File: config.mk
export PLATFORM = sky130hd
export DESIGN_NAME = tdq_top
export DESIGN_NICKNAME = d
export VERILOG_FILES = /design/src/tdq_pkg.sv /design/src/tdq_thr_if.sv /design/src/tdq_scale.sv /design/src/tdq_top.sv
export VERILOG_INCLUDE_DIRS = /design/src
export SDC_FILE = /design/constraint.sdc
export NUM_CORES = 1
export LEC_CHECK = 0
export BUFFER_PORTS_ARGS = -buffer_cell sky130_fd_sc_hd__clkbuf_2
export CAP_MARGIN = 20
export CORE_ASPECT_RATIO = 1.25
export CORE_MARGIN = 2
export CORE_UTILIZATION = 30
export DETAILED_ROUTE_END_ITERATION = 10
export GPL_TIMING_DRIVEN = 0
export SLEW_MARGIN = 20
export SYNTH_ARGS = -nofsm -noshare
export SYNTH_HDL_FRONTEND = slang
export SYNTH_HIERARCHICAL = 1
export SYNTH_SLANG_ARGS = --single-unit
File: constraint.sdc
create_clock -name clk_i -period 4 [get_ports clk_i]
set_clock_uncertainty 0.1 [all_clocks]
set_input_delay 1.2 -clock clk_i [delete_from_list [all_inputs] [get_ports clk_i]]
set_output_delay 1.2 -clock clk_i [all_outputs]
set_load 0.05 [all_outputs]
File: src/tdq_consts.svh
// constants for the transmit descriptor queue threshold block
`ifndef TDQ_CONSTS_SVH
`define TDQ_CONSTS_SVH
`define TDQ_CNT_W 10
`define TDQ_AW 8
`define TDQ_OFF_CTRL 8'h00
`define TDQ_OFF_ISTS 8'h04
`define TDQ_OFF_ICLR 8'h08
`define TDQ_OFF_IEN 8'h0c
`define TDQ_OFF_CNT 8'h10
`define TDQ_CTRL_WMASK 32'hff3f_3f3f
`define TDQ_CTRL_RST 32'h0000_0000
`define TDQ_THR_LSB 0
`define TDQ_THR_STEP 8
`define TDQ_THR_W 6
`define TDQ_THRESHOLD_GRANULARITY_BIT 24
`define TDQ_LOW_MSB 31
`define TDQ_LOW_LSB 25
`define TDQ_LOW_SHIFT 3
`define TDQ_LINE_SHIFT 2
`define TDQ_IX_PTH 0
`define TDQ_IX_HTH 1
`define TDQ_IX_WTH 2
`define TDQ_EV_LOW 0
`define TDQ_EV_WB 1
`define TDQ_NEV 2
`define TDQ_RESP_OKAY 2'h0
`define TDQ_RESP_DECERR 2'h3
`endif

File: src/tdq_pkg.sv
// types shared by the descriptor queue threshold block
`default_nettype none
`include "tdq_consts.svh"
package tdq_pkg;
    typedef struct packed {
        logic [31:0] ctrl;
        logic [`TDQ_NEV-1:0] ien;
        logic [`TDQ_NEV-1:0] ists;
        logic [`TDQ_CNT_W-1:0] cache_cnt;
        logic [`TDQ_CNT_W-1:0] wb_cnt;
        logic [`TDQ_CNT_W-1:0] wb_len;
        logic accum;
        logic fetch_req;
        logic wb_req;
        logic irq;
        logic awready;
        logic wready;
        logic aw_hold;
        logic w_hold;
        logic [`TDQ_AW-1:0] awaddr;
        logic [31:0] wdata;
        logic [3:0] wstrb;
        logic bvalid;
        logic [1:0] bresp;
        logic arready;
        logic rvalid;
        logic [1:0] rresp;
        logic [31:0] rdata;
    } tdq_state_type;
endpackage
`default_nettype wire

File: src/tdq_thr_if.sv
// control word in, thresholds in descriptor units out
`timescale 1ns/1ps
`default_nettype none
`include "tdq_consts.svh"
interface tdq_thr_if;
    logic [31:0] ctrl;
    logic [2:0][`TDQ_CNT_W-1:0] thr;
    modport owner (output ctrl, input thr);
    modport scaler (input ctrl, output thr);
endinterface
`default_nettype wire

File: src/tdq_scale.sv
// converts the three queue thresholds to descriptor units
`timescale 1ns/1ps
`default_nettype none
`include "tdq_consts.svh"
module tdq_scale (
    tdq_thr_if.scaler t
);
    // one cache line holds several 16-byte descriptors
    for (genvar g = 0; g < 3; g++) begin : g_thr
        logic [`TDQ_THR_W-1:0] raw;
        assign raw = t.ctrl[`TDQ_THR_LSB + g*`TDQ_THR_STEP +: `TDQ_THR_W];
        assign t.thr[g] = t.ctrl[`TDQ_THRESHOLD_GRANULARITY_BIT] ?
            `TDQ_CNT_W'(raw) : (`TDQ_CNT_W'(raw) << `TDQ_LINE_SHIFT);
    end
endmodule // tdq_scale
`default_nettype wire

File: src/tdq_top.sv
// descriptor prefetch, write-back and low-water logic with axi4-lite regs
`timescale 1ns/1ps
`default_nettype none
`include "tdq_consts.svh"
// Functional notes
// fetch only with enough host descriptors, no higher dma, cache below prefetch
// granularity bit selects cache-line or descriptor units for thresholds
// without flush, write back only when more than write-back threshold wait
// write-back threshold zero writes each descriptor back at once
// only count after a report-status descriptor starts accumulation
// a burst may carry descriptors without report status
// low threshold field sets the descriptor-low interrupt level
// interrupt when count falls from eight times field plus one
// field zero raises the interrupt only when the cache empties
// reserved control bits read zero; software writes zero
// prefetch considered only while cache count below prefetch threshold
// software advances ring tail; device processes head to tail; this block keeps no ring head or tail pointers
module tdq_top (
    input wire logic clk_i,
    input wire logic arst_n_i,
    input wire logic [`TDQ_AW-1:0] s_axi_awaddr_i,
    input wire logic s_axi_awvalid_i,
    output logic s_axi_awready_o,
    input wire logic [31:0] s_axi_wdata_i,
    input wire logic [3:0] s_axi_wstrb_i,
    input wire logic s_axi_wvalid_i,
    output logic s_axi_wready_o,
    output logic [1:0] s_axi_bresp_o,
    output logic s_axi_bvalid_o,
    input wire logic s_axi_bready_i,
    input wire logic [`TDQ_AW-1:0] s_axi_araddr_i,
    input wire logic s_axi_arvalid_i,
    output logic s_axi_arready_o,
    output logic [31:0] s_axi_rdata_o,
    output logic [1:0] s_axi_rresp_o,
    output logic s_axi_rvalid_o,
    input wire logic s_axi_rready_i,
    input wire logic [15:0] host_desc_avail_i,
    input wire logic higher_prio_pending_i,
    input wire logic fetch_ack_i,
    input wire logic [`TDQ_CNT_W-1:0] fetch_cnt_i,
    input wire logic desc_done_i,
    input wire logic report_status_flag_i,
    input wire logic flush_i,
    input wire logic wb_ack_i,
    output logic fetch_req_o,
    output logic wb_req_o,
    output logic [`TDQ_CNT_W-1:0] wb_len_o,
    output logic irq_o
);
    tdq_pkg::tdq_state_type r;
    tdq_pkg::tdq_state_type n;
    tdq_thr_if thr_if ();
    logic [`TDQ_CNT_W-1:0] pth_s;
    logic [`TDQ_CNT_W-1:0] hth_s;
    logic [`TDQ_CNT_W-1:0] wth_s;
    logic [`TDQ_CNT_W-1:0] low_thr;
    logic fetch_ok;
    logic wb_want;

    // thresholds scaled by granularity in the leaf module
    assign thr_if.ctrl = r.ctrl;
    tdq_scale u_scale (
        .t(thr_if.scaler)
    );
    assign pth_s = thr_if.thr[`TDQ_IX_PTH];
    assign hth_s = thr_if.thr[`TDQ_IX_HTH];
    assign wth_s = thr_if.thr[`TDQ_IX_WTH];
    // low threshold is in groups of eight descriptors
    assign low_thr = `TDQ_CNT_W'(r.ctrl[`TDQ_LOW_MSB:`TDQ_LOW_LSB])
        << `TDQ_LOW_SHIFT;

    // prefetch condition: all three must hold together
    assign fetch_ok = (16'(host_desc_avail_i) >= 16'(hth_s))
        && !higher_prio_pending_i
        && (r.cache_cnt < pth_s);
    // zero threshold means no bursting, else strictly more than threshold
    assign wb_want = (flush_i && (r.wb_cnt != '0))
        || ((wth_s == '0) ? (r.wb_cnt != '0)
        : (r.wb_cnt > wth_s));

    // next-state logic for bus, counters and events
    always_comb begin
        logic [`TDQ_CNT_W-1:0] cnt_n;
        logic [`TDQ_NEV-1:0] ev;
        logic [31:0] val;
        logic [`TDQ_AW-1:0] ra;
        cnt_n = '0;
        ev = '0;
        val = '0;
        ra = s_axi_araddr_i;
        n = r;

        // on-chip cache occupancy
        cnt_n = r.cache_cnt;
        if (fetch_ack_i) begin
            cnt_n = cnt_n + fetch_cnt_i;
        end
        if (desc_done_i && (cnt_n != '0)) begin
            cnt_n = cnt_n - `TDQ_CNT_W'(1);
        end
        n.cache_cnt = cnt_n;
        // exact crossing; with field zero that is the cache going empty
        ev[`TDQ_EV_LOW] = (r.cache_cnt == low_thr + `TDQ_CNT_W'(1))
            && (cnt_n == low_thr);

        // request dropped on the ack cycle; otherwise recomputed each cycle from live conditions
        n.fetch_req = fetch_ok && !fetch_ack_i;

        // write-back count; ack subtracts only what was sent
        if (wb_ack_i) begin
            n.wb_cnt = r.wb_cnt - r.wb_len;
            n.wb_req = 1'b0;
            ev[`TDQ_EV_WB] = 1'b1;
            if (n.wb_cnt == '0) begin
                n.accum = 1'b0;
            end
        end else if (!r.wb_req && wb_want) begin
            n.wb_req = 1'b1;
            n.wb_len = r.wb_cnt;
        end
        // accumulation starts at the first report-status descriptor
        if (desc_done_i && (r.accum || report_status_flag_i)) begin
            n.wb_cnt = n.wb_cnt + `TDQ_CNT_W'(1);
            n.accum = 1'b1;
        end

        // bus write: address and data taken in either order
        if (s_axi_awvalid_i && r.awready) begin
            n.aw_hold = 1'b1;
            n.awaddr = s_axi_awaddr_i;
        end
        if (s_axi_wvalid_i && r.wready) begin
            n.w_hold = 1'b1;
            n.wdata = s_axi_wdata_i;
            n.wstrb = s_axi_wstrb_i;
        end
        if (r.bvalid && s_axi_bready_i) begin
            n.bvalid = 1'b0;
        end
        if (r.aw_hold && r.w_hold && !r.bvalid) begin
            n.aw_hold = 1'b0;
            n.w_hold = 1'b0;
            n.bvalid = 1'b1;
            n.bresp = `TDQ_RESP_OKAY;
            val = r.ctrl;
            for (int i = 0; i < 4; i++) begin
                if (r.wstrb[i]) begin
                    val[8*i +: 8] = r.wdata[8*i +: 8];
                end
            end
            case (r.awaddr)
                `TDQ_OFF_CTRL: n.ctrl = val & `TDQ_CTRL_WMASK;
                `TDQ_OFF_IEN: begin
                    if (r.wstrb[0]) begin
                        n.ien = r.wdata[`TDQ_NEV-1:0];
                    end
                end
                `TDQ_OFF_ICLR: begin
                    if (r.wstrb[0]) begin
                        n.ists = r.ists & ~r.wdata[`TDQ_NEV-1:0];
                    end
                end
                `TDQ_OFF_ISTS, `TDQ_OFF_CNT: begin
                end
                default: n.bresp = `TDQ_RESP_DECERR;
            endcase
        end
        // ready only while the holding slot is free
        n.awready = !n.aw_hold;
        n.wready = !n.w_hold;

        // sticky events; a set in the clear cycle wins
        n.ists = n.ists | ev;
        n.irq = |(n.ists & n.ien);

        // bus read: one outstanding, data registered
        if (r.rvalid && s_axi_rready_i) begin
            n.rvalid = 1'b0;
        end
        if (s_axi_arvalid_i && r.arready) begin
            n.rvalid = 1'b1;
            n.rresp = `TDQ_RESP_OKAY;
            case (ra)
                `TDQ_OFF_CTRL: n.rdata = r.ctrl;
                `TDQ_OFF_ISTS: n.rdata = 32'(r.ists);
                `TDQ_OFF_IEN: n.rdata = 32'(r.ien);
                `TDQ_OFF_ICLR: n.rdata = 32'h0000_0000;
                `TDQ_OFF_CNT: n.rdata = {6'h00, r.wb_cnt,
                    6'h00, r.cache_cnt};
                default: begin
                    n.rdata = 32'h0000_0000;
                    n.rresp = `TDQ_RESP_DECERR;
                end
            endcase
        end
        n.arready = !n.rvalid;
    end

    // single state register, cleared to constants
    always_ff @(posedge clk_i or negedge arst_n_i) begin
        if (!arst_n_i) begin
            r <= '0;
            r.ctrl <= `TDQ_CTRL_RST;
        end else begin
            r <= n;
        end
    end

    // outputs straight from the state register
    assign s_axi_awready_o = r.awready;
    assign s_axi_wready_o = r.wready;
    assign s_axi_bvalid_o = r.bvalid;
    assign s_axi_bresp_o = r.bresp;
    assign s_axi_arready_o = r.arready;
    assign s_axi_rvalid_o = r.rvalid;
    assign s_axi_rresp_o = r.rresp;
    assign s_axi_rdata_o = r.rdata;
    assign fetch_req_o = r.fetch_req;
    assign wb_req_o = r.wb_req;
    assign wb_len_o = r.wb_len;
    assign irq_o = r.irq;
endmodule // tdq_top
`default_nettype wire

==> qor.yml <==
outcome:
  run_status: "finished with violations"
  failed_checks: "negative setup slack"
detailed_routing:
  dr.first_iter.drc_count: 326
  dr_total_vias: 6659
  drc: 0
  route.detailed.vias_per_inst: 4.82
  wl_per_cell_um: 16.0
  antenna_violating_nets_post_route: 0
  first_pass_iters: 4
  routed_wl_um: 22100
placed_design:
  preCtsSetupSlack_ps: -732
  finalWeightedCongestion: 0.867
  port_buffers: 134
  place.detailed.instances: 1342
  detailedPlacementHpwl_um: 17400
cells_and_area:
  area_used_by_multi_input_combinational_logic_sq_um: 4520
  finish.net_count: 1156
  stdcell_count: 1382
  layout.area.seq_sq_um: 3530
  area_growth_pct: 23.1
  antennaDiodeCount: 0
  drive_above_1_share: 0.347
  nFillCells: 2842
critical_path:
  worst_ep_arrival_time_ps: 4250
  crit_path_top_delay_cell: "fa_2"
  cpLargestDelayFamily: "compound AO/OA/AOI/OAI gates"
  regToRegSetupSlack_ps: 270
  most_frequent_cell_on_critical_path: "buf_4"
  r2r-end: "irq_o"
  timing.critical_path.cells: "buf_8, ha_4, fa_2, a211o_1, a21oi_2, o22ai_2, nor4b_4, buf_4, buf_4, nand4_4, o21ai_2, xor2_2, xor2_1, nor4_2, a221o_1"
  setup.worst_path.end: "irq_o"
  cpPeakStageDelay_ps: 370
  worst-path-buf-inv: 3
  worst-path-stages: 15
  reg2reg_from: "r[117]"
  cp-startpoint: "fetch_cnt_i[0]"
  critPathKind: "input pin to register"
  setup.worst_path.end_class: "register"
  crit_fanout: 4
  worstSetupStartpointType: "input pin"
  timing.reg2reg.worst_path_depth: 11
  required_ps: 4190
cts:
  cts_root_buffer: "clkbuf_16"
  clk_latency_ps: 420
  cts-root-to-sink-buffers: 2
  ctsHtreeMaxLevel: 4
  cts.clk_slew.worst_paths_ps: 60
  clock-sinks: 141
  tritoncts: "yes"
  cts_buffers: 17
  postCtsHoldBufs: 0
global_routing:
  global_route.peak_usage_layer: "met2"
  antenna_found_initial: 1
  globalRouteOverflowTotal: 0
  global_route.usage.met2: 0.258
  global_route_wire_length_before_repair_um: 35300
  globalRouteMet1Util: 0.185
  grt_usage: 0.149
  vias_in_the_first_global_route: 6696
  grt_max_degree: 75
  global_route.usage.met3: 0.0367
yosys:
  ys.warnings.count: 6
  post_synth_xor_area_fraction: 0.0394
  synth_simple_gate_area_frac: 0.125
  ys_ff_latch: 141
  post_synth_num_cell_types: 82
  synthTopCellsByArea: "dfrtp_1, mux2_2, ha_1, buf_4, nand2_1"
  netlist_area_sq_um: 8660
  synth_edf_count: 0
  yosysSeqAreaShare: 0.407
  number_of_cells_produced_by_synthesis: 845
  synth_top_cell_area_share: 0.407
  avgSynthCellArea_sq_um: 10.2
  synth_compound_gate_area_share: 0.134
  main_combinational_cell_family_by_area_after_synthesis: "compound AO/OA/AOI/OAI gates"
  adder_and_majority_gate_portion_of_the_synthesized_area: 0.0754
  synth_top_cell_by_area: "dfrtp_1"
  synth_async_sr_flop_share: 1.00
  muxShareOfSynthArea: 0.133
  dominant_register_cell_in_the_synthesized_netlist: "dfrtp_1"
power:
  power.switching_mw: 3.03
  p_int_mw: 4.56
  power.density_cell_area_nw_per_um2: 712
  power.static_leakage_nw: 4.97
  p_sw_frac: 0.399
  comb_power_share: 0.460
  worst_ir_drop_vdd_mv: 0.297
  sequential_power_share: 0.311
  power.share.clock: 0.229
timing:
  fmax_mhz: 246
  timing_worst_slew_pin_value_ps: 935
  setup_viol: 1
  hold_slack_ps: 377
  finalHoldViolations: 0
  post-route-worst-setup-slack_ps: -59.8
  report.final.slew_viol_count: 0
  fin_crit_ps: 4060
  rsz0062_at_grt: "yes"
  finalCritPeriodShare: 1.01
  max-slew-margin-rel: 0.371
  timing.setup.tns_ps: -59.8
floorplanning:
  design.portCount: 145
  dieHeight_um: 194
  number_of_cell_rows: 69
  die_w_um: 156
  starting_density: 0.305
  core_sq_um: 28400
  design.die.area_sq_um: 30200
flow_run:
  number_of_maximum_capacitance_violations: 0
min_path:
  hold-path-cell-count: 2
  min-delay-path-class: "register to register"
layout make-up:
type / instances / share of cell area
clock inverters: 14 / 0.0203
flip-flops and latches: 141 / 0.331
repair buffers: 145 / 0.0741
multi-input cells: 576 / 0.424
inverters: 56 / 0.0197
plain buffers: 77 / 0.0484
clock buffers: 18 / 0.0403
well taps: 355 / 0.0417
worst min-delay path by stage:
stage / startpoint / to
4_1_cts: s_axi_rdata_o[17] / s_axi_rdata_o[17]
5_1_grt: s_axi_rdata_o[31] / s_axi_rdata_o[31]
6_report: s_axi_rdata_o[17] / s_axi_rdata_o[17]
2_1_floorplan: s_axi_rdata_o[0] / s_axi_rdata_o[0]
3_3_place_gp: s_axi_rdata_o[2] / s_axi_rdata_o[2]
3_5_place_dp: s_axi_rdata_o[17] / s_axi_rdata_o[17]
repair_timing:
| item | in CTS | in global routing |
|---|---|---|
| pin swaps | 3 | 10 |
| buffers inserted | 3 | 6 |
| setup endpoints to repair | 12 | 12 |
| resized for setup | 4 | 12 |
| gates cloned | 0 | 0 |
layout by cell type (no fill, tap or decap), drive strengths merged, types with 5 or more instances in the layout:
cell type,netlist,routed
clkbuf,16,166
dfrtp,141,141
mux2,89,89
nand2,80,80
buf,62,74
o21ai,60,60
inv,56,58
ha,49,49
a21oi,28,28
nor2,27,27
a21o,18,18
xnor2,17,17
xor2,16,16
a22oi,14,14
mux2i,12,12
nor4,12,12
nor3,11,11
nor2b,10,10
and2,10,10
nand4,10,10
nand2b,8,8
conb,2,8
o21a,7,7
and3,7,7
or3,7,7
clkinv,0,6
nand3,5,5
o21bai,5,5
bufinv,0,5
or2,5,5
synth_stat cells (all sizes together) (8+ instances only):
master and count:
ha 49, mux2 89, nand2b 8, a22oi 14, o21ai 60, a21o 18, nor2b 10, mux2i 12
nand2 80, inv 56, xnor2 17, nor4 12, clkbuf 16, and2 10, xor2 16, dfrtp 141
buf 62, nor2 27, a21oi 28, nor3 11, nand4 10
power by group through the flow:
stage	logic, mW	registers, mW	clock network, mW
4_1_cts	3.43	2.37	1.78
3_5_place_dp	3.37	2.40	0
3_3_place_gp	3.31	2.38	0
2_1_floorplan	2.68	2.26	0
6_report	3.49	2.36	1.73
5_1_grt	3.88	2.43	1.85
routing by layer:
| metal | part of all wire | wire length (um) |
|---|---|---|
| met1 | 0.44 | 9660 |
| met2 | 0.50 | 11100 |
| met3 | 0.043 | 960 |
| met4 | 0.018 | 394 |
| met5 | 0.00059 | 13 |
state kept, by name, summed over array words and instances, names as in the netlist:
name,flops
fetch_req_o,1
irq_o,1
r,65
s_axi_arready_o,1
s_axi_awready_o,1
s_axi_bresp_o,1
s_axi_bvalid_o,1
s_axi_rdata_o,30
s_axi_rresp_o,1
s_axi_rvalid_o,1
s_axi_wready_o,1
thr_if.ctrl,26
wb_len_o,10
wb_req_o,1
worst register-to-register path: cells and delay by family (launching register included):
family	cells	cell delay (ps)
compound gates	6	1220
fa+ha+maj	1	470
flops	1	500
simple gates	4	1350
through the flow:
step | util | power (mW) | cell area, sq um
finish | 0.375 | 7.59 | 10700
detailed placement | 0.348 | 5.77 | 9880
CTS | 0.372 | 7.59 | 10600
global placement | 0.346 | 5.69 | 9830
global route | 0.375 | 8.17 | 10700
floorplan | - | 4.94 | 8720
cells by family (layout without fill, tap and decap cells):
group / count (synthesis) / count (layout)
AO/OA/AOI/OAI: 173 / 173
XOR/XNOR: 35 / 35
adder cells (fa/ha/maj): 51 / 51
buffers and inverters: 134 / 310
flip-flops: 141 / 141
multiplexers: 101 / 101
other: 2 / 8
AND/OR/NAND/NOR: 208 / 208
(Power assumes the default switching activity.)
